--- src/ods_pkg.sv ---
// Shared constants, fields and types of the output data serializer
package ods_pkg;

  // ******************************
  // Register addresses
  // ******************************
  localparam logic [7:0] ADDR_CTRL      = 8'hA9;
  localparam logic [7:0] ADDR_TIMING    = 8'hAA;
  localparam logic [7:0] ADDR_DATA      = 8'hAB;
  localparam logic [7:0] ADDR_RATE_LO   = 8'hAC;
  localparam logic [7:0] ADDR_RATE_HI   = 8'hAD;
  localparam logic [7:0] ADDR_WARM1     = 8'hAE;
  localparam logic [7:0] ADDR_WARM2     = 8'hAF;
  localparam logic [7:0] ADDR_AMP_LEVEL = 8'hCE;

  // ******************************
  // Reset values and timing units
  // ******************************
  localparam logic [7:0] CTRL_RST   = 8'h00;
  localparam logic [7:0] TIMING_RST = 8'h00;
  localparam logic [7:0] REG_RST    = 8'h00;
  localparam logic [3:0] EDGE_STEPS = 4'h8;
  localparam int         DIV_SHIFT  = 2;
  localparam int         OSC_SHIFT  = 6;

  // ******************************
  // Types
  // ******************************
  typedef enum logic [1:0] {
    END_STOP   = 2'h0,
    END_REPEAT = 2'h1,
    END_ZEROS  = 2'h2,
    END_ONES   = 2'h3
  } end_code_t;

  typedef enum logic [1:0] {
    S_IDLE = 2'h0,
    S_WARM = 2'h1,
    S_SEND = 2'h3
  } state_t;

  typedef struct packed {
    end_code_t endCode;
    logic      forceDeviation;
    logic      modulationSelect;
    logic      forceOscillatorOn;
    logic      forceDividerOn;
    logic      forceAmplifierOn;
    logic      enable;
  } ctrl_t;

  typedef struct packed {
    logic [2:0] groupWidth;
    logic [1:0] edgeTime;
    logic [2:0] clockDivide;
  } timing_t;

  typedef struct packed {
    logic [3:0] dividerWarmupTime;
    logic [3:0] amplifierWarmupTime;
  } warm_t;

  typedef struct packed {
    logic oscillator;
    logic divider;
    logic amplifier;
  } power_t;

endpackage

--- src/ods_fifo.sv ---
// Symbol group FIFO between the data register and the shifter
`timescale 1ns/1ps
module ods_fifo #(
  parameter int WIDTH = 8,
  parameter int DEPTH = 16
) (
  input  wire logic             clk,
  input  wire logic             sys_rst,
  input  wire logic             flush,
  input  wire logic             inValid,
  output logic                  inReady,
  input  wire logic [WIDTH-1:0] inData,
  output logic                  outValid,
  input  wire logic             outReady,
  output logic      [WIDTH-1:0] outData
);
  localparam int AW = $clog2(DEPTH);

  logic [WIDTH-1:0] mem [DEPTH];
  logic [AW-1:0]    rdPtr, next_rdPtr, wrPtr, next_wrPtr;
  logic [AW:0]      count, next_count;
  logic             push, pop;

  assign inReady  = (count != (AW+1)'(DEPTH));
  assign outValid = (count != '0);
  assign outData  = mem[rdPtr];
  assign push     = inValid && inReady && !flush;
  assign pop      = outReady && outValid && !flush;

  always_comb begin
    next_rdPtr = pop ? AW'(rdPtr + 1'b1) : rdPtr;
    next_wrPtr = push ? AW'(wrPtr + 1'b1) : wrPtr;
    next_count = count;
    if (flush) begin
      next_rdPtr = '0;
      next_wrPtr = '0;
      next_count = '0;
    end else if (push && !pop) begin
      next_count = (AW+1)'(count + 1'b1);
    end else if (pop && !push) begin
      next_count = (AW+1)'(count - 1'b1);
    end
  end

  always_ff @(posedge clk) begin
    if (sys_rst) begin
      rdPtr <= '0;
      wrPtr <= '0;
      count <= '0;
    end else begin
      rdPtr <= next_rdPtr;
      wrPtr <= next_wrPtr;
      count <= next_count;
    end
  end

  always_ff @(posedge clk) begin
    if (push) begin
      mem[wrPtr] <= inData;
    end
  end
endmodule

--- src/ods_edge_ramp.sv ---
// Amplifier edge ramp, one slice step per edge-time period
`timescale 1ns/1ps
module ods_edge_ramp (
  input  wire logic       clk,
  input  wire logic       sys_rst,
  input  wire logic       tick,
  input  wire logic       target,
  input  wire logic       shape,
  input  wire logic [1:0] edgeTime,
  output logic      [3:0] level
);
  logic [1:0] stepCnt, next_stepCnt;
  logic [3:0] next_level;

  always_comb begin
    next_level   = level;
    next_stepCnt = stepCnt;
    if (!shape) begin
      next_level   = target ? ods_pkg::EDGE_STEPS : 4'h0;
      next_stepCnt = 2'h0;
    end else if (tick) begin
      if (stepCnt >= edgeTime) begin
        next_stepCnt = 2'h0;
        if (target && level < ods_pkg::EDGE_STEPS) begin
          next_level = 4'(level + 4'h1);
        end else if (!target && level != 4'h0) begin
          next_level = 4'(level - 4'h1);
        end
      end else begin
        next_stepCnt = 2'(stepCnt + 2'h1);
      end
    end
  end

  always_ff @(posedge clk) begin
    if (sys_rst) begin
      level   <= 4'h0;
      stepCnt <= 2'h0;
    end else begin
      level   <= next_level;
      stepCnt <= next_stepCnt;
    end
  end
endmodule

--- src/rf_output_data_serializer.sv ---
// Output data serializer: registers, sequencer, shifter and drive outputs
// What this block does
// - Out of data: stop, repeat, zeros or ones
// - Force bit holds oscillator at deviation
// - Mode bit selects on-off or frequency keying
// - Test bits force oscillator and divider on
// - Force amplifier on, slice count passes through
// - Enable bit switches serializer, resets to zero
// - Group width is field value plus one
// - New width applies from the next group
// - Edge lasts eight ticks times edge field+1
// - Serializer tick is clock divided by field+1
// - Power enables only on while needed
// - Handshake and holding stage for next group
// - Deviation bus follows symbols in frequency mode
// - Amplifier slices ramp over the edge time
// - Data write clears empty, pulses once, LSB first
// - Symbol rate set by rate field and divider
// - Warm-up counted in 1, 4, 64 ticks
// - Edge shaping only in on-off keying
`timescale 1ns/1ps
module rf_output_data_serializer #(
  parameter logic [6:0] DEVIATION_CODE = 7'h40,
  parameter int         FIFO_DEPTH     = 16
) (
  input  wire logic           clk,
  input  wire logic           sys_rst,
  input  wire logic     [7:0] sfrAddr,
  input  wire logic           sfrWrite,
  input  wire logic     [7:0] sfrWdata,
  output logic          [7:0] sfrRdata,
  output logic                groupEmpty,
  output logic                spaceAvail,
  output ods_pkg::power_t     powerEnable,
  output logic          [4:0] amplifierSliceCount,
  output logic          [6:0] deviation,
  output logic                symbolOut
);

  // ********************************
  // Register file
  // ********************************
  ods_pkg::ctrl_t   ctrl, next_ctrl;
  ods_pkg::timing_t timing, next_timing;
  ods_pkg::warm_t   warm1, next_warm1;
  logic [7:0] dataHold, next_dataHold;
  logic [7:0] rateLo, next_rateLo;
  logic [6:0] rateHi, next_rateHi;
  logic [3:0] oscWarm, next_oscWarm;
  logic [7:0] ampLevel, next_ampLevel;
  logic [7:0] next_sfrRdata;
  logic       wrPulse, next_wrPulse;
  logic       next_groupEmpty, next_spaceAvail;
  logic       dataWrite;
  logic       fifoInReady, fifoValid, fifoPop;
  logic [7:0] fifoData;

  assign dataWrite = sfrWrite && sfrAddr == ods_pkg::ADDR_DATA;

  always_comb begin
    next_ctrl     = ctrl;
    next_timing   = timing;
    next_warm1    = warm1;
    next_dataHold = dataHold;
    next_rateLo   = rateLo;
    next_rateHi   = rateHi;
    next_oscWarm  = oscWarm;
    next_ampLevel = ampLevel;
    next_wrPulse  = dataWrite;
    if (sfrWrite) begin
      case (sfrAddr)
        ods_pkg::ADDR_CTRL:      next_ctrl = ods_pkg::ctrl_t'(sfrWdata);
        ods_pkg::ADDR_TIMING:    next_timing = ods_pkg::timing_t'(sfrWdata);
        ods_pkg::ADDR_DATA:      next_dataHold = sfrWdata;
        ods_pkg::ADDR_RATE_LO:   next_rateLo = sfrWdata;
        ods_pkg::ADDR_RATE_HI:   next_rateHi = sfrWdata[6:0];
        ods_pkg::ADDR_WARM1:     next_warm1 = ods_pkg::warm_t'(sfrWdata);
        ods_pkg::ADDR_WARM2:     next_oscWarm = sfrWdata[3:0];
        ods_pkg::ADDR_AMP_LEVEL: next_ampLevel = sfrWdata;
        default: ;
      endcase
    end
    case (sfrAddr)
      ods_pkg::ADDR_CTRL:      next_sfrRdata = ctrl;
      ods_pkg::ADDR_TIMING:    next_sfrRdata = timing;
      ods_pkg::ADDR_DATA:      next_sfrRdata = dataHold;
      ods_pkg::ADDR_RATE_LO:   next_sfrRdata = rateLo;
      ods_pkg::ADDR_RATE_HI:   next_sfrRdata = {1'b0, rateHi};
      ods_pkg::ADDR_WARM1:     next_sfrRdata = warm1;
      ods_pkg::ADDR_WARM2:     next_sfrRdata = {4'h0, oscWarm};
      ods_pkg::ADDR_AMP_LEVEL: next_sfrRdata = ampLevel;
      default:                 next_sfrRdata = 8'h00;
    endcase
    next_groupEmpty = !(fifoValid || wrPulse || dataWrite);
    next_spaceAvail = fifoInReady && !wrPulse && !dataWrite;
  end

  always_ff @(posedge clk) begin
    if (sys_rst) begin
      ctrl       <= ods_pkg::ctrl_t'(ods_pkg::CTRL_RST);
      timing     <= ods_pkg::timing_t'(ods_pkg::TIMING_RST);
      warm1      <= ods_pkg::warm_t'(ods_pkg::REG_RST);
      dataHold   <= ods_pkg::REG_RST;
      rateLo     <= ods_pkg::REG_RST;
      rateHi     <= ods_pkg::REG_RST[6:0];
      oscWarm    <= ods_pkg::REG_RST[3:0];
      ampLevel   <= ods_pkg::REG_RST;
      sfrRdata   <= 8'h00;
      wrPulse    <= 1'b0;
      groupEmpty <= 1'b1;
      spaceAvail <= 1'b0;
    end else begin
      ctrl       <= next_ctrl;
      timing     <= next_timing;
      warm1      <= next_warm1;
      dataHold   <= next_dataHold;
      rateLo     <= next_rateLo;
      rateHi     <= next_rateHi;
      oscWarm    <= next_oscWarm;
      ampLevel   <= next_ampLevel;
      sfrRdata   <= next_sfrRdata;
      wrPulse    <= next_wrPulse;
      groupEmpty <= next_groupEmpty;
      spaceAvail <= next_spaceAvail;
    end
  end

  // ********************************
  // Group FIFO
  // ********************************
  ods_fifo #(
    .WIDTH (8),
    .DEPTH (FIFO_DEPTH)
  ) u_fifo (
    .clk      (clk),
    .sys_rst  (sys_rst),
    .flush    (!ctrl.enable),
    .inValid  (wrPulse),
    .inReady  (fifoInReady),
    .inData   (dataHold),
    .outValid (fifoValid),
    .outReady (fifoPop),
    .outData  (fifoData)
  );

  // ********************************
  // Sequencer and shifter
  // ********************************
  ods_pkg::state_t state, next_state;
  logic [2:0]  divCnt, next_divCnt;
  logic [14:0] rateCnt, next_rateCnt;
  logic [9:0]  warmCnt, next_warmCnt;
  logic [7:0]  shiftReg, next_shiftReg;
  logic [7:0]  lastGroup, next_lastGroup;
  logic [2:0]  symIdx, next_symIdx;
  logic [2:0]  groupWidth, next_groupWidth;
  logic        sym, next_sym;
  logic        tick, symStrobe, reload;
  logic [14:0] rate, rateMax;
  logic [9:0]  oscT, divT, ampT, warmTotal;
  logic [7:0]  grp;

  assign tick    = divCnt >= timing.clockDivide;
  assign rate    = {rateHi, rateLo};
  assign rateMax = (rate == 15'h0000) ? 15'h0000 : 15'(rate - 15'h0001);
  assign symStrobe = tick && rateCnt >= rateMax;
  assign oscT = {oscWarm, 6'h00};
  assign divT = {4'h0, warm1.dividerWarmupTime, 2'h0};
  assign ampT = {6'h00, warm1.amplifierWarmupTime};
  assign warmTotal = (oscT >= divT && oscT >= ampT) ? oscT : (divT >= ampT) ? divT : ampT;

  always_comb begin
    next_state      = state;
    next_divCnt     = tick ? 3'h0 : 3'(divCnt + 3'h1);
    next_rateCnt    = rateCnt;
    next_warmCnt    = warmCnt;
    next_shiftReg   = shiftReg;
    next_lastGroup  = lastGroup;
    next_symIdx     = symIdx;
    next_groupWidth = groupWidth;
    next_sym        = sym;
    fifoPop         = 1'b0;
    reload          = 1'b0;
    grp             = 8'h00;
    case (state)
      ods_pkg::S_IDLE: begin
        next_rateCnt = 15'h0000;
        if (ctrl.enable && fifoValid) begin
          next_warmCnt = warmTotal;
          next_state   = ods_pkg::S_WARM;
        end
      end
      ods_pkg::S_WARM: begin
        if (tick) begin
          if (warmCnt == 10'h000) begin
            reload     = 1'b1;
            next_state = ods_pkg::S_SEND;
          end else begin
            next_warmCnt = 10'(warmCnt - 10'h001);
          end
        end
      end
      ods_pkg::S_SEND: begin
        if (tick) begin
          next_rateCnt = symStrobe ? 15'h0000 : 15'(rateCnt + 15'h0001);
        end
        if (symStrobe) begin
          if (symIdx == groupWidth) begin
            reload = 1'b1;
          end else begin
            next_sym      = shiftReg[0];
            next_shiftReg = {1'b0, shiftReg[7:1]};
            next_symIdx   = 3'(symIdx + 3'h1);
          end
        end
      end
      default: next_state = ods_pkg::S_IDLE;
    endcase
    if (reload) begin
      next_groupWidth = timing.groupWidth;
      if (fifoValid) begin
        fifoPop        = 1'b1;
        grp            = fifoData;
        next_lastGroup = fifoData;
      end else begin
        case (ctrl.endCode)
          ods_pkg::END_REPEAT: grp = lastGroup;
          ods_pkg::END_ZEROS:  grp = 8'h00;
          ods_pkg::END_ONES:   grp = 8'hFF;
          default:             next_state = ods_pkg::S_IDLE;
        endcase
      end
      next_sym      = grp[0];
      next_shiftReg = {1'b0, grp[7:1]};
      next_symIdx   = 3'h0;
    end
    if (!ctrl.enable) begin
      next_state = ods_pkg::S_IDLE;
      fifoPop    = 1'b0;
    end
  end

  always_ff @(posedge clk) begin
    if (sys_rst) begin
      state      <= ods_pkg::S_IDLE;
      divCnt     <= 3'h0;
      rateCnt    <= 15'h0000;
      warmCnt    <= 10'h000;
      shiftReg   <= 8'h00;
      lastGroup  <= 8'h00;
      symIdx     <= 3'h0;
      groupWidth <= 3'h0;
      sym        <= 1'b0;
    end else begin
      state      <= next_state;
      divCnt     <= next_divCnt;
      rateCnt    <= next_rateCnt;
      warmCnt    <= next_warmCnt;
      shiftReg   <= next_shiftReg;
      lastGroup  <= next_lastGroup;
      symIdx     <= next_symIdx;
      groupWidth <= next_groupWidth;
      sym        <= next_sym;
    end
  end

  // ********************************
  // Drive outputs
  // ********************************
  ods_pkg::power_t next_power;
  logic [3:0] rampLevel;
  logic [8:0] rampProduct;
  logic [4:0] next_slices;
  logic [6:0] next_deviation;
  logic       sending, next_symbolOut;

  assign sending = ctrl.enable && state == ods_pkg::S_SEND;

  ods_edge_ramp u_ramp (
    .clk      (clk),
    .sys_rst  (sys_rst),
    .tick     (tick),
    .target   (sending && (sym || ctrl.modulationSelect)),
    .shape    (!ctrl.modulationSelect),
    .edgeTime (timing.edgeTime),
    .level    (rampLevel)
  );

  assign rampProduct = ampLevel[7:3] * rampLevel;

  always_comb begin
    next_power.oscillator = ctrl.forceOscillatorOn
      || (ctrl.enable && state != ods_pkg::S_IDLE);
    next_power.divider = ctrl.forceDividerOn || sending
      || (ctrl.enable && state == ods_pkg::S_WARM && warmCnt <= divT);
    next_power.amplifier = ctrl.forceAmplifierOn || sending
      || (ctrl.enable && state == ods_pkg::S_WARM && warmCnt <= ampT);
    next_slices = ctrl.forceAmplifierOn ? ampLevel[7:3] : rampProduct[7:3];
    next_deviation = 7'h00;
    if (ctrl.forceDeviation) begin
      next_deviation = DEVIATION_CODE;
    end else if (sending && ctrl.modulationSelect && sym) begin
      next_deviation = DEVIATION_CODE;
    end
    next_symbolOut = sending && sym;
  end

  always_ff @(posedge clk) begin
    if (sys_rst) begin
      powerEnable         <= '0;
      amplifierSliceCount <= 5'h00;
      deviation           <= 7'h00;
      symbolOut           <= 1'b0;
    end else begin
      powerEnable         <= next_power;
      amplifierSliceCount <= next_slices;
      deviation           <= next_deviation;
      symbolOut           <= next_symbolOut;
    end
  end
endmodule

--- config.mk ---
export PLATFORM = sky130hd
export DESIGN_NAME = rf_output_data_serializer
export DESIGN_NICKNAME = d
export VERILOG_FILES = /design/src/ods_pkg.sv /design/src/ods_fifo.sv /design/src/ods_edge_ramp.sv /design/src/rf_output_data_serializer.sv
export SDC_FILE = /design/constraint.sdc
export NUM_CORES = 1
export LEC_CHECK = 0
export ABC_AREA = 0
export CORE_MARGIN = 4
export CORE_UTILIZATION = 50
export DETAILED_ROUTE_END_ITERATION = 16
export DONT_BUFFER_PORTS = 1
export SYNTH_ARGS = -nofsm -noshare
export SYNTH_HDL_FRONTEND = slang
export SYNTH_HIERARCHICAL = 1
export SYNTH_SLANG_ARGS = --single-unit
--- constraint.sdc ---
create_clock -name clk -period 6.4 [get_ports clk]
set_input_delay 0.32 -clock clk [delete_from_list [all_inputs] [get_ports clk]]
set_output_delay 0.32 -clock clk [all_outputs]
set_load 0.01 [all_outputs]
==> key figures, run 1 <==
Run status
  – Status: finished clean

Floorplan
  – Core Area: 26350 um^2
  – Initial Util: 0.5134
  – Floorplan row count: between 50 and 60
  – I/O Pins: 45
  – Die ar.: 29750 um^2
  – Die Wd: about 170 um
  – Chip Height: 172.5 um

Routing
  – Number of DRC markers in iteration 0: just under 900
  – Via Count: about 9600
  – Total wire length: approximately 33 mm
  – Vias per cell: between 5 and 6
  – Remaining antenna violation count after routing: 0
  – Wire per inst: between 20 and 25 um
  – First-pass DRT Iterations: 6
  – DRC: 0

Global routing
  – Vias in the first global route: approximately 9000
  – Global-route wire length before repair: between 50 and 60 mm
  – Largest net degree at the start of global routing: just over 100
  – GRT Total Usage: 0.2279
  – Initial antenna violation count: 0
  – GR Overflow Total: 0

Synthesis
  – Most frequent cell after synthesis: nand2_1
  – Largest area contributor in the netlist: edfxtp_1
  – Yosys warns: 6
  – Synth area leaders: edfxtp_1, dfxtp_1, mux4_2
  – Dominant synthesized flop cell: dfxtp_1
  – Synth top cells by count: nand2_1, dfxtp_1, edfxtp_1, nor2_1, a21oi_1
  – Synthesis-stage register bit count: ~280
  – Avg Inst Size Synth: 10.75 um^2
  – Cell count after synthesis: ~1300
  – Mapped cell area: approximately 14000 um^2
  – Ys async rst share: 0
  – Register area share after synthesis: 0.5135
  – Number of distinct library cells after synthesis: 80
  – Number of enable flip-flop cells after synthesis: 128
  – Yosys top cell area share: 0.2841

Finish
  – Nets: approximately 1300
  – Layout cells sized above 1: 0.1004
  – Final Instance Area: between 10000 and 15000 um^2
  – Area growth from synthesis to layout: 9.979%
  – Non-filler instance count after layout: between 1500 and 2000
  – ANT cells: 0
  – Final Util: 0.5646

Pwr
  – Max VDD drop: about 0.00023 V
  – P_leak: around 5.0 nW
  – PD cells: approximately 250 nW/um^2
  – Total Power: about 3.7 mW

Worst setup path
  – Crit end category: register
  – WP data required: 6.84 ns
  – Worst Path Arrival: roughly 5.9 ns
  – Kind of critical path: register to register
  – CP max FO: 12
  – Setup crit start kind: register

STA
  – Period minus WS final: 5.476 ns
  – Slew at the pin with the worst max-slew slack: between 1 and 1.5 ns
  – Worst Clk Skew: between 0.02 and 0.025 ns
  – Max frequency: roughly 0.18 GHz
  – Number of max-slew violations in the final report: 0
  – Tcrit/Tclk final: 0.8556
  – Final setup TNS: 0 ns
  – Final setup violating endpoints: 0
  – Final hold violation count: 0
  – Worst slew margin: 0.2475
  – RSZ-0062 raised after global routing: no

Clocking
  – Worst-Skew Late Latency: 0.57 ns
  – Total CTS buffers: 31
  – Clk buf depth: 3
  – Post_cts resized: 0
  – Sink Count: between 200 and 300
  – H-tree levels: 1
  – CTS tree: yes
  – Clock root cell: clkbuf_16
  – Clock-pin transition on the worst setup and hold timing paths: approximately 0.060 ns

Place
  – Post-Place Cells: ~1500
  – DPL Wire Length: 22.23 mm
  – Dpl cell area: 13710 um^2
  – GPL Wtd Cong: around 0.87
  – IO Port Bufs: 0

Job
  – Max-Cap Viols: 0

Min path
  – Worst hold path class: input port to register
==> logic make-up (layout without fill, tap and decap cells) <==
logic type / Yosys count / in the layout / share of synthesized area
adders and majority gates: 64 / 64 / 0.06363
other: 1 / 6 / 0.0002772
xor gates and xnor gates: 41 / 41 / 0.02654
DFF: 283 / 283 / 0.5135
and+or+nand+nor: 458 / 458 / 0.1637
AOI/OAI and AO/OA: 231 / 231 / 0.1125
muxes: 76 / 76 / 0.08693
buffers and inverters: 104 / 116 / 0.03292
==> area by class of cell <==
| class | instances | area (um^2) |
|---|---|---|
| fillers | 2237 | 11470 |
| clock buffers | 48 | 909.6 |
| clock inverters | 10 | 92.59 |
| well taps | 335 | 419.2 |
| repair buffers | 20 | 205.2 |
| flip-flops and latches | 283 | 6948 |
| inverters | 38 | 142.6 |
| multi-input cells | 876 | 6162 |
==> path summary, 6_finish.rpt <==
check / start / to / slack, ns / cells after the start
max: rateLo[0]$_SDFFE_PP0P_ / u_fifo/count[3]$_SDFFE_PP0P_ / 0.92 / 22
min: sys_rst / amplifierSliceCount[4]$_SDFF_PP0_ / 0.04 / 2
max reg2reg: rateLo[0]$_SDFFE_PP0P_ / u_fifo/count[3]$_SDFFE_PP0P_ / 0.92 / 22
min reg2reg: ampLevel[2]$_SDFFE_PP0P_ / ampLevel[2]$_SDFFE_PP0P_ / 0.46 / 2
==> layer usage <==
layer	routed length, um	vias up	GRT usage
met2	15240	306	0.3539
met3	2214	54	0.04595
met4	735	0	0.05673
met1	15210	4678	0.3301
li1	-	4554	-
met5	0	-	0
==> critical path: stages (launching register included) <==
cell and delay, ns:
dfxtp_1 0.34, inv_1 0.11, ha_1 0.19, nand2_1 0.09, or3_1 0.37, nor3_1 0.45
nand3_1 0.45, nand2_1 0.17, ha_1 0.17, and4_1 0.24, nand4_1 0.14, o21ai_2 0.33
a21oi_4 0.11, nor2_1 0.36, o21ai_4 0.12, or2_2 0.29, ha_1 0.20, inv_1 0.15
ha_1 0.25, a21o_2 0.20, a21oi_1 0.17, nor4_1 0.06, or3_1 0.37
==> sequential cells by signal (all words and copies together) (netlist names), 5 cells and up, named ones only <==
register	flops
rateLo	8
timing	8
ctrl	8
sfrRdata	8
ampLevel	8
lastGroup	8
dataHold	8
rateCnt	15
u_fifo/mem	128
u_fifo/count	5
warmCnt	10
amplifierSliceCount	5
rateHi	7
shiftReg	7
==> power by group <==
part	internal (mW)	switching, mW	total, mW
clock	1.02	0.715	1.73
combinational	0.0158	0.0403	0.0562
sequential	1.87	0.00142	1.88
==> layout by cell type (no fill, tap or decap), types with 8 or more instances in the layout <==
| cell | synthesis | layout |
|---|---|---|
| nor3_2 | 8 | 8 |
| a22oi_1 | 31 | 31 |
| xnor2_1 | 21 | 21 |
| mux2i_1 | 41 | 41 |
| nor2_1 | 107 | 107 |
| and2_1 | 26 | 26 |
| dfxtp_1 | 155 | 154 |
| edfxtp_1 | 128 | 128 |
| nand2b_1 | 11 | 11 |
| nor4_1 | 9 | 8 |
| and3_1 | 10 | 10 |
| o21ai_0 | 41 | 41 |
| mux4_2 | 33 | 33 |
| xor2_1 | 20 | 20 |
| inv_1 | 37 | 37 |
| fa_1 | 8 | 8 |
| dlygate4sd3_1 | 0 | 14 |
| nand3_1 | 34 | 34 |
| a21oi_1 | 74 | 74 |
| nor2b_1 | 13 | 13 |
| o22ai_1 | 11 | 11 |
| ha_1 | 56 | 56 |
| clkbuf_1 | 36 | 10 |
| nand2_1 | 168 | 168 |
| clkbuf_16 | 0 | 31 |
| nor3_1 | 18 | 18 |
==> timing repair <==
| item | CTS | global route |
|---|---|---|
| endpoints found under the hold margin | 106 | 0 |
| setup endpoints to repair | 0 | 0 |
| buffers inserted | 0 | 0 |
| hold buffers | 15 | 0 |
==> stage by stage <==
step                      hold WS [ns]  setup slack (ns)
after floorplan                 0.4320             1.322
after global placement          0.3994             1.128
after detailed placement        0.4002            0.9381
after CTS                      0.01667            0.9375
after global routing           0.02935            0.4752
final                          0.04360            0.9240
(Power assumes the default switching activity.)
==> run 2, diff against run 1 <==
CTS_BUF_LIST = sky130_fd_sc_hd__clkbuf_8 sky130_fd_sc_hd__clkbuf_16   (was unset)
==> key figures, run 2 (synthesis results as in run 1) <==
Run status
  – Status: finished clean

Global routing
  – Vias in the first global route: 9170
  – M1 GR Usage: 0.3301
  – GRT Total Usage: 0.2279
  – Largest net degree at the start of global routing: between 100 and 150
  – Met2 Usage GRT: 0.3539
  – GR Overflow Total: 0
  – Met3 GRT Util: 0.04595
  – Global-route wire length before repair: roughly 53 mm
  – Grt peak-use layer: met2
  – Initial antenna violation count: 0

STA
  – RSZ-0062 raised after global routing: no
  – Max frequency: approximately 0.18 GHz
  – Period minus WS final: about 5.5 ns
  – Worst hold slack: between 0.04 and 0.05 ns
  – Worst Clk Skew: about 0.023 ns
  – Final hold violation count: 0
  – Number of max-slew violations in the final report: 0
  – Slew at the pin with the worst max-slew slack: around 1.1 ns
  – Final setup violating endpoints: 0
  – Final setup TNS: 0 ns
  – Tcrit/Tclk final: 0.8565
  – Worst slew margin: 0.2347

Pwr
  – Sw Ratio: 0.2081
  – Max VDD drop: between 0.0002 and 0.00025 V
  – PD cells: around 250 nW/um^2
  – Logic pwr share: 0.015
  – Seq pwr share: 0.514
  – Total Power: between 3 and 4 mW
  – Pint: 2.892 mW
  – NetSw: 0.7601 mW
  – P_leak: approximately 5 nW
  – Clock Power Share: 0.471

Floorplan
  – Chip Height: ~170 um
  – Floorplan row count: 59
  – Die ar.: just under 30000 um^2
  – Core Area: between 20000 and 30000 um^2
  – Die Wd: ~170 um
  – I/O Pins: 45
  – Initial Util: 0.5134

Finish
  – Commonest cells after routing, fill and taps aside: nand2_1, dfxtp_1, edfxtp_1
  – Seq. cell area: about 6900 um^2
  – Most flop-heavy register: u_fifo/mem
  – Area growth from synthesis to layout: 9.979%
  – Nets: between 1000 and 1500
  – Layout cells sized above 1: 0.1004
  – Biggest regs: u_fifo/mem (128), rateCnt (15), warmCnt (10)
  – Filler Cells Inserted: around 2200
  – Area taken by multi-input logic gates: around 6000 um^2
  – Non-filler instance count after layout: 1610
  – ANT cells: 0
  – Number of flip-flops under the largest register name: approximately 130
  – Commonest non-fill, non-tap cell in the layout: nand2_1

Routing
  – DRC: 0
  – Number of DRC markers in iteration 0: around 890
  – Vias per cell: roughly 6.0
  – First-pass DRT Iterations: 6
  – Wire per inst: between 20 and 25 um
  – Total wire length: around 33 mm
  – Remaining antenna violation count after routing: 0
  – Via Count: slightly below 10000

Worst setup path
  – Cell family with most CP delay: simple AND/OR/NAND/NOR gates
  – Reg-to-reg slack, setup: approximately 0.92 ns
  – CP max FO: 12
  – Cell depth of the worst flop-to-flop path: 22
  – Setup crit start kind: register
  – Crit end category: register
  – WP data required: around 7 ns
  – Worst Path Arrival: ~5.9 ns
  – Levels on crit path: 22
  – Kind of critical path: register to register
  – CP peak stage delay: 0.45 ns
  – CP bufs+invs: 2
  – CP cell instances: inv_1 > ha_1 > nand2_1 > or3_1 > nor3_1 > nand3_1 > nand2_1 > ha_1 > and4_1 > nand4_1 > o21ai_2 > a21oi_4 > nor2_1 > o21ai_4 > or2_2 > ha_1 > inv_1 > ha_1 > a21o_2 > a21oi_1 > nor4_1 > or3_1
  – CP max-delay cell: nand3_1
  – Cell repeated most along the worst path: ha_1

Clocking
  – Clock root cell: clkbuf_16
  – Sink Count: between 200 and 300
  – Clock-pin transition on the worst setup and hold timing paths: around 0.060 ns
  – Clk buf depth: 3
  – Post_cts resized: 0
  – # hold bufs at CTS: 15
  – Worst-Skew Late Latency: between 0.5 and 0.6 ns
  – CTS tree: yes
  – Setup bufs post-CTS: 0
  – Total CTS buffers: 31
  – H-tree levels: 1

Place
  – IO Port Bufs: 0
  – DPL Wire Length: around 22 mm
  – GPL Wtd Cong: ~0.87
  – Post-Place Cells: roughly 1500

Min path
  – Worst hold path class: input port to register
  – Hold Path Stages: 2

Job
  – Max-Cap Viols: 0
[run 2: per-stage QoR]
stage	cell area, um^2	util	setup WS, ns
2_1_floorplan	13550	-	1.322
3_3_place_gp	13710	0.5202	1.128
3_5_place_dp	13710	0.5202	0.9381
4_1_cts	14880	0.5646	0.9375
5_1_grt	14880	0.5646	0.4752
6_report	14880	0.5646	0.9187
[run 2: per-layer routing]
layer	wire length [um]	part of all wire	vias up
met5	0	0	-
met4	799	0.024	0
met3	2231	0.067	60
met2	15240	0.46	318
met1	15210	0.45	4666
li1	-	-	4557
[run 2: power by group through the flow]
| stage | clock network, mW | registers (mW) | logic (mW) |
|---|---|---|---|
| 4_1_cts | 1.75 | 1.88 | 0.0554 |
| 2_1_floorplan | 0 | 1.91 | 0.0399 |
| 3_5_place_dp | 0 | 1.91 | 0.0265 |
| 6_report | 1.72 | 1.88 | 0.0565 |
| 3_3_place_gp | 0 | 1.91 | 0.0261 |
| 5_1_grt | 1.83 | 1.87 | 0.0602 |
[run 2: final timing paths]
kind / endpoint / startpoint
worst max-delay path: u_fifo/count[3]$_SDFFE_PP0P_ / rateLo[0]$_SDFFE_PP0P_
worst min-delay path: amplifierSliceCount[4]$_SDFF_PP0_ / sys_rst
worst max register to register: u_fifo/count[3]$_SDFFE_PP0P_ / rateLo[0]$_SDFFE_PP0P_
worst min register to register: sfrRdata[2]$_SDFF_PP0_ / ampLevel[2]$_SDFFE_PP0P_
[run 2: layout make-up]
cell class / instances / area share
Tap cell: 335 / 0.02817
Clock inverter: 20 / 0.008745
Sequential cell: 283 / 0.4670
Clock buffer: 38 / 0.05861
Inverter: 38 / 0.009586
Timing Repair Buffer: 20 / 0.01379
Multi-Input combinational cell: 876 / 0.4141
[run 2: worst register-to-register path: stages, from the launching register on]
cell and delay, ns:
dfxtp_1 0.34, inv_1 0.11, ha_1 0.19, nand2_1 0.09
or3_1 0.37, nor3_1 0.44, nand3_1 0.45, nand2_1 0.18
ha_1 0.17, and4_1 0.24, nand4_1 0.14, o21ai_2 0.33
a21oi_4 0.11, nor2_1 0.37, o21ai_4 0.12, or2_2 0.30
ha_1 0.20, inv_1 0.15, ha_1 0.26, a21o_2 0.20
a21oi_1 0.17, nor4_1 0.06, or3_1 0.37
==> run 3, diff against run 2 <==
PLACE_DENSITY = 0.77   (was unset)
==> key figures, run 3 (synthesis results as in run 1) <==
Run status
  – Status: finished clean

STA
  – Number of max-slew violations in the final report: 0
  – Final setup violating endpoints: 0
  – Worst slew margin: 0.2699
  – Worst Clk Skew: 0.01583 ns
  – Tcrit/Tclk final: 0.9110
  – Final hold violation count: 0
  – RSZ-0062 raised after global routing: no
  – Max frequency: around 0.17 GHz
  – Period minus WS final: 5.831 ns
  – Final setup TNS: 0 ns
  – Slew at the pin with the worst max-slew slack: between 1 and 1.5 ns

Clocking
  – H-tree levels: 1
  – Worst-Skew Late Latency: 0.57 ns
  – Total CTS buffers: 29
  – Post_cts resized: 0
  – CTS tree: yes
  – Clock root cell: clkbuf_16
  – Clk buf depth: 3
  – Clock-pin transition on the worst setup and hold timing paths: about 0.060 ns
  – Sink Count: 283

Finish
  – Final Util: 0.5651
  – Commonest non-fill, non-tap cell in the layout: nand2_1
  – Most flop-heavy register: u_fifo/mem
  – Layout cells sized above 1: 0.1022
  – Commonest cells after routing, fill and taps aside: nand2_1, dfxtp_1, edfxtp_1
  – ANT cells: 0
  – Number of flip-flops under the largest register name: 128
  – Filler Cells Inserted: roughly 2100
  – Nets: 1332
  – Biggest regs: u_fifo/mem (128), rateCnt (15), warmCnt (10)
  – Area growth from synthesis to layout: 10.08%

Worst setup path
  – Critical Path End: u_fifo/count[3]$_SDFFE_PP0P_
  – CP max-delay cell: nand3_1
  – Cell family with most CP delay: simple AND/OR/NAND/NOR gates
  – CP cell instances: inv_1 > ha_1 > nand2_1 > or3_1 > nor3_1 > nand3_1 > nand2_1 > ha_1 > a21o_1 > a221o_1 > a221oi_2 > o21ai_2 > a21oi_4 > buf_4 > nor2_1 > o21ai_4 > or2_2 > ha_1 > inv_1 > ha_1 > a21o_2 > a21oi_1 > nor4_1 > or3_1
  – Cell repeated most along the worst path: ha_1
  – CP max FO: 17
  – Reg-to-reg endpoint: u_fifo/count[3]$_SDFFE_PP0P_
  – Worst Setup SP: rateLo[0]$_SDFFE_PP0P_
  – Crit end category: register
  – Worst Path Arrival: approximately 6.3 ns
  – Cell depth of the worst flop-to-flop path: 24
  – CP bufs+invs: 3
  – Kind of critical path: register to register
  – Reg-to-reg slack, setup: about 0.57 ns
  – Reg2Reg Launch Point: rateLo[0]$_SDFFE_PP0P_
  – WP data required: roughly 6.8 ns
  – Setup crit start kind: register
  – CP peak stage delay: between 0.4 and 0.5 ns
  – Levels on crit path: 24

Global routing
  – GRT Total Usage: 0.2153
  – Largest net degree at the start of global routing: approximately 100
  – Vias in the first global route: between 9000 and 10000
  – Initial antenna violation count: 0
  – GR Overflow Total: 0
  – Global-route wire length before repair: between 50 and 60 mm

Pwr
  – P_leak: between 5 and 6 nW
  – Seq pwr share: 0.510
  – PD cells: 246.9 nW/um^2
  – Logic pwr share: 0.015
  – Sw Ratio: 0.2046
  – NetSw: between 0.7 and 0.8 mW
  – Clock Power Share: 0.475
  – Pint: 2.925 mW
  – Max VDD drop: 0.0002397 V

Floorplan
  – Core Area: between 20000 and 30000 um^2
  – I/O Pins: 45
  – Floorplan row count: 59
  – Die Wd: between 150 and 200 um
  – Initial Util: 0.5134
  – Chip Height: between 150 and 200 um
  – Die ar.: between 20000 and 30000 um^2

Routing
  – DRC: 0
  – Number of DRC markers in iteration 0: ~810
  – Total wire length: 32.07 mm
  – Wire per inst: about 20 um
  – Via Count: 9731
  – Remaining antenna violation count after routing: 0
  – Vias per cell: about 6.1
  – First-pass DRT Iterations: 5

Place
  – IO Port Bufs: 0
  – GPL Wtd Cong: ~0.87
  – DPL Wire Length: 21.00 mm

Job
  – Max-Cap Viols: 0

Min path
  – Worst hold path class: input port to register
run 3: layout make-up:
cell class,instances,area [um^2],share of cell area
clock buffer,35,819.5,0.05503
clock inverter,19,192.7,0.01294
inverter,38,142.6,0.009577
multi-input combinational,876,6156,0.4133
sequential,283,6948,0.4665
tap,335,419.2,0.02814
timing repair buffer,21,215.2,0.01445
run 3: per-stage QoR:
step / cells / instance area, um^2 / hold WS, ns / total power [mW] / setup WS, ns
after global placement: 1537 / 13700 / 0.3976 / 1.941 / 0.9644
after global routing: 1607 / 14890 / 0.02856 / 3.773 / 0.1157
after floorplan: 1263 / 13550 / 0.4320 / 1.954 / 1.322
after CTS: 1607 / 14890 / 0.002527 / 3.700 / 0.6400
after detailed placement: 1537 / 13700 / 0.3980 / 1.941 / 0.6500
final: 1607 / 14890 / 0.02361 / 3.677 / 0.5695
run 3: power groups by stage:
stage	registers, mW	logic, mW	clock network (mW)
CTS	1.87	0.0537	1.77
floorplan	1.91	0.0399	0
detailed placement	1.91	0.0271	0
finish	1.87	0.0552	1.75
global route	1.87	0.0584	1.84
global placement	1.91	0.0264	0
run 3: what timing repair did:
action,CTS,global route
buffers inserted,0,0
hold buffers,16,0
endpoints found under the hold margin,106,0
run 3: per-layer routing:
metal,vias up,part of all wire,track usage
met5,-,0,0
li1,4543,-,-
met1,4709,0.42,0.2868
met2,395,0.48,0.3622
met3,84,0.070,0.03749
met4,0,0.028,0.06459
run 3: how the worst min path moves through the flow:
stage / startpoint / to / slack (ns) / depth (start not counted)
floorplan: ampLevel[1]$_SDFFE_PP0P_ / ampLevel[1]$_SDFFE_PP0P_ / 0.43 / 2
global placement: sys_rst / rateHi[2]$_SDFFE_PP0P_ / 0.40 / 1
detailed placement: sys_rst / rateHi[2]$_SDFFE_PP0P_ / 0.40 / 1
CTS: sfrAddr[0] / sfrRdata[1]$_SDFF_PP0_ / 0.003 / 3
global route: sfrAddr[0] / sfrRdata[1]$_SDFF_PP0_ / 0.03 / 3
finish: sfrAddr[0] / sfrRdata[1]$_SDFF_PP0_ / 0.02 / 3
run 3: worst min-delay path, delay by kind of cell:
family / cells / cell delay (ns)
simple gates: 2 / 0.10
compound gates: 1 / 0.10
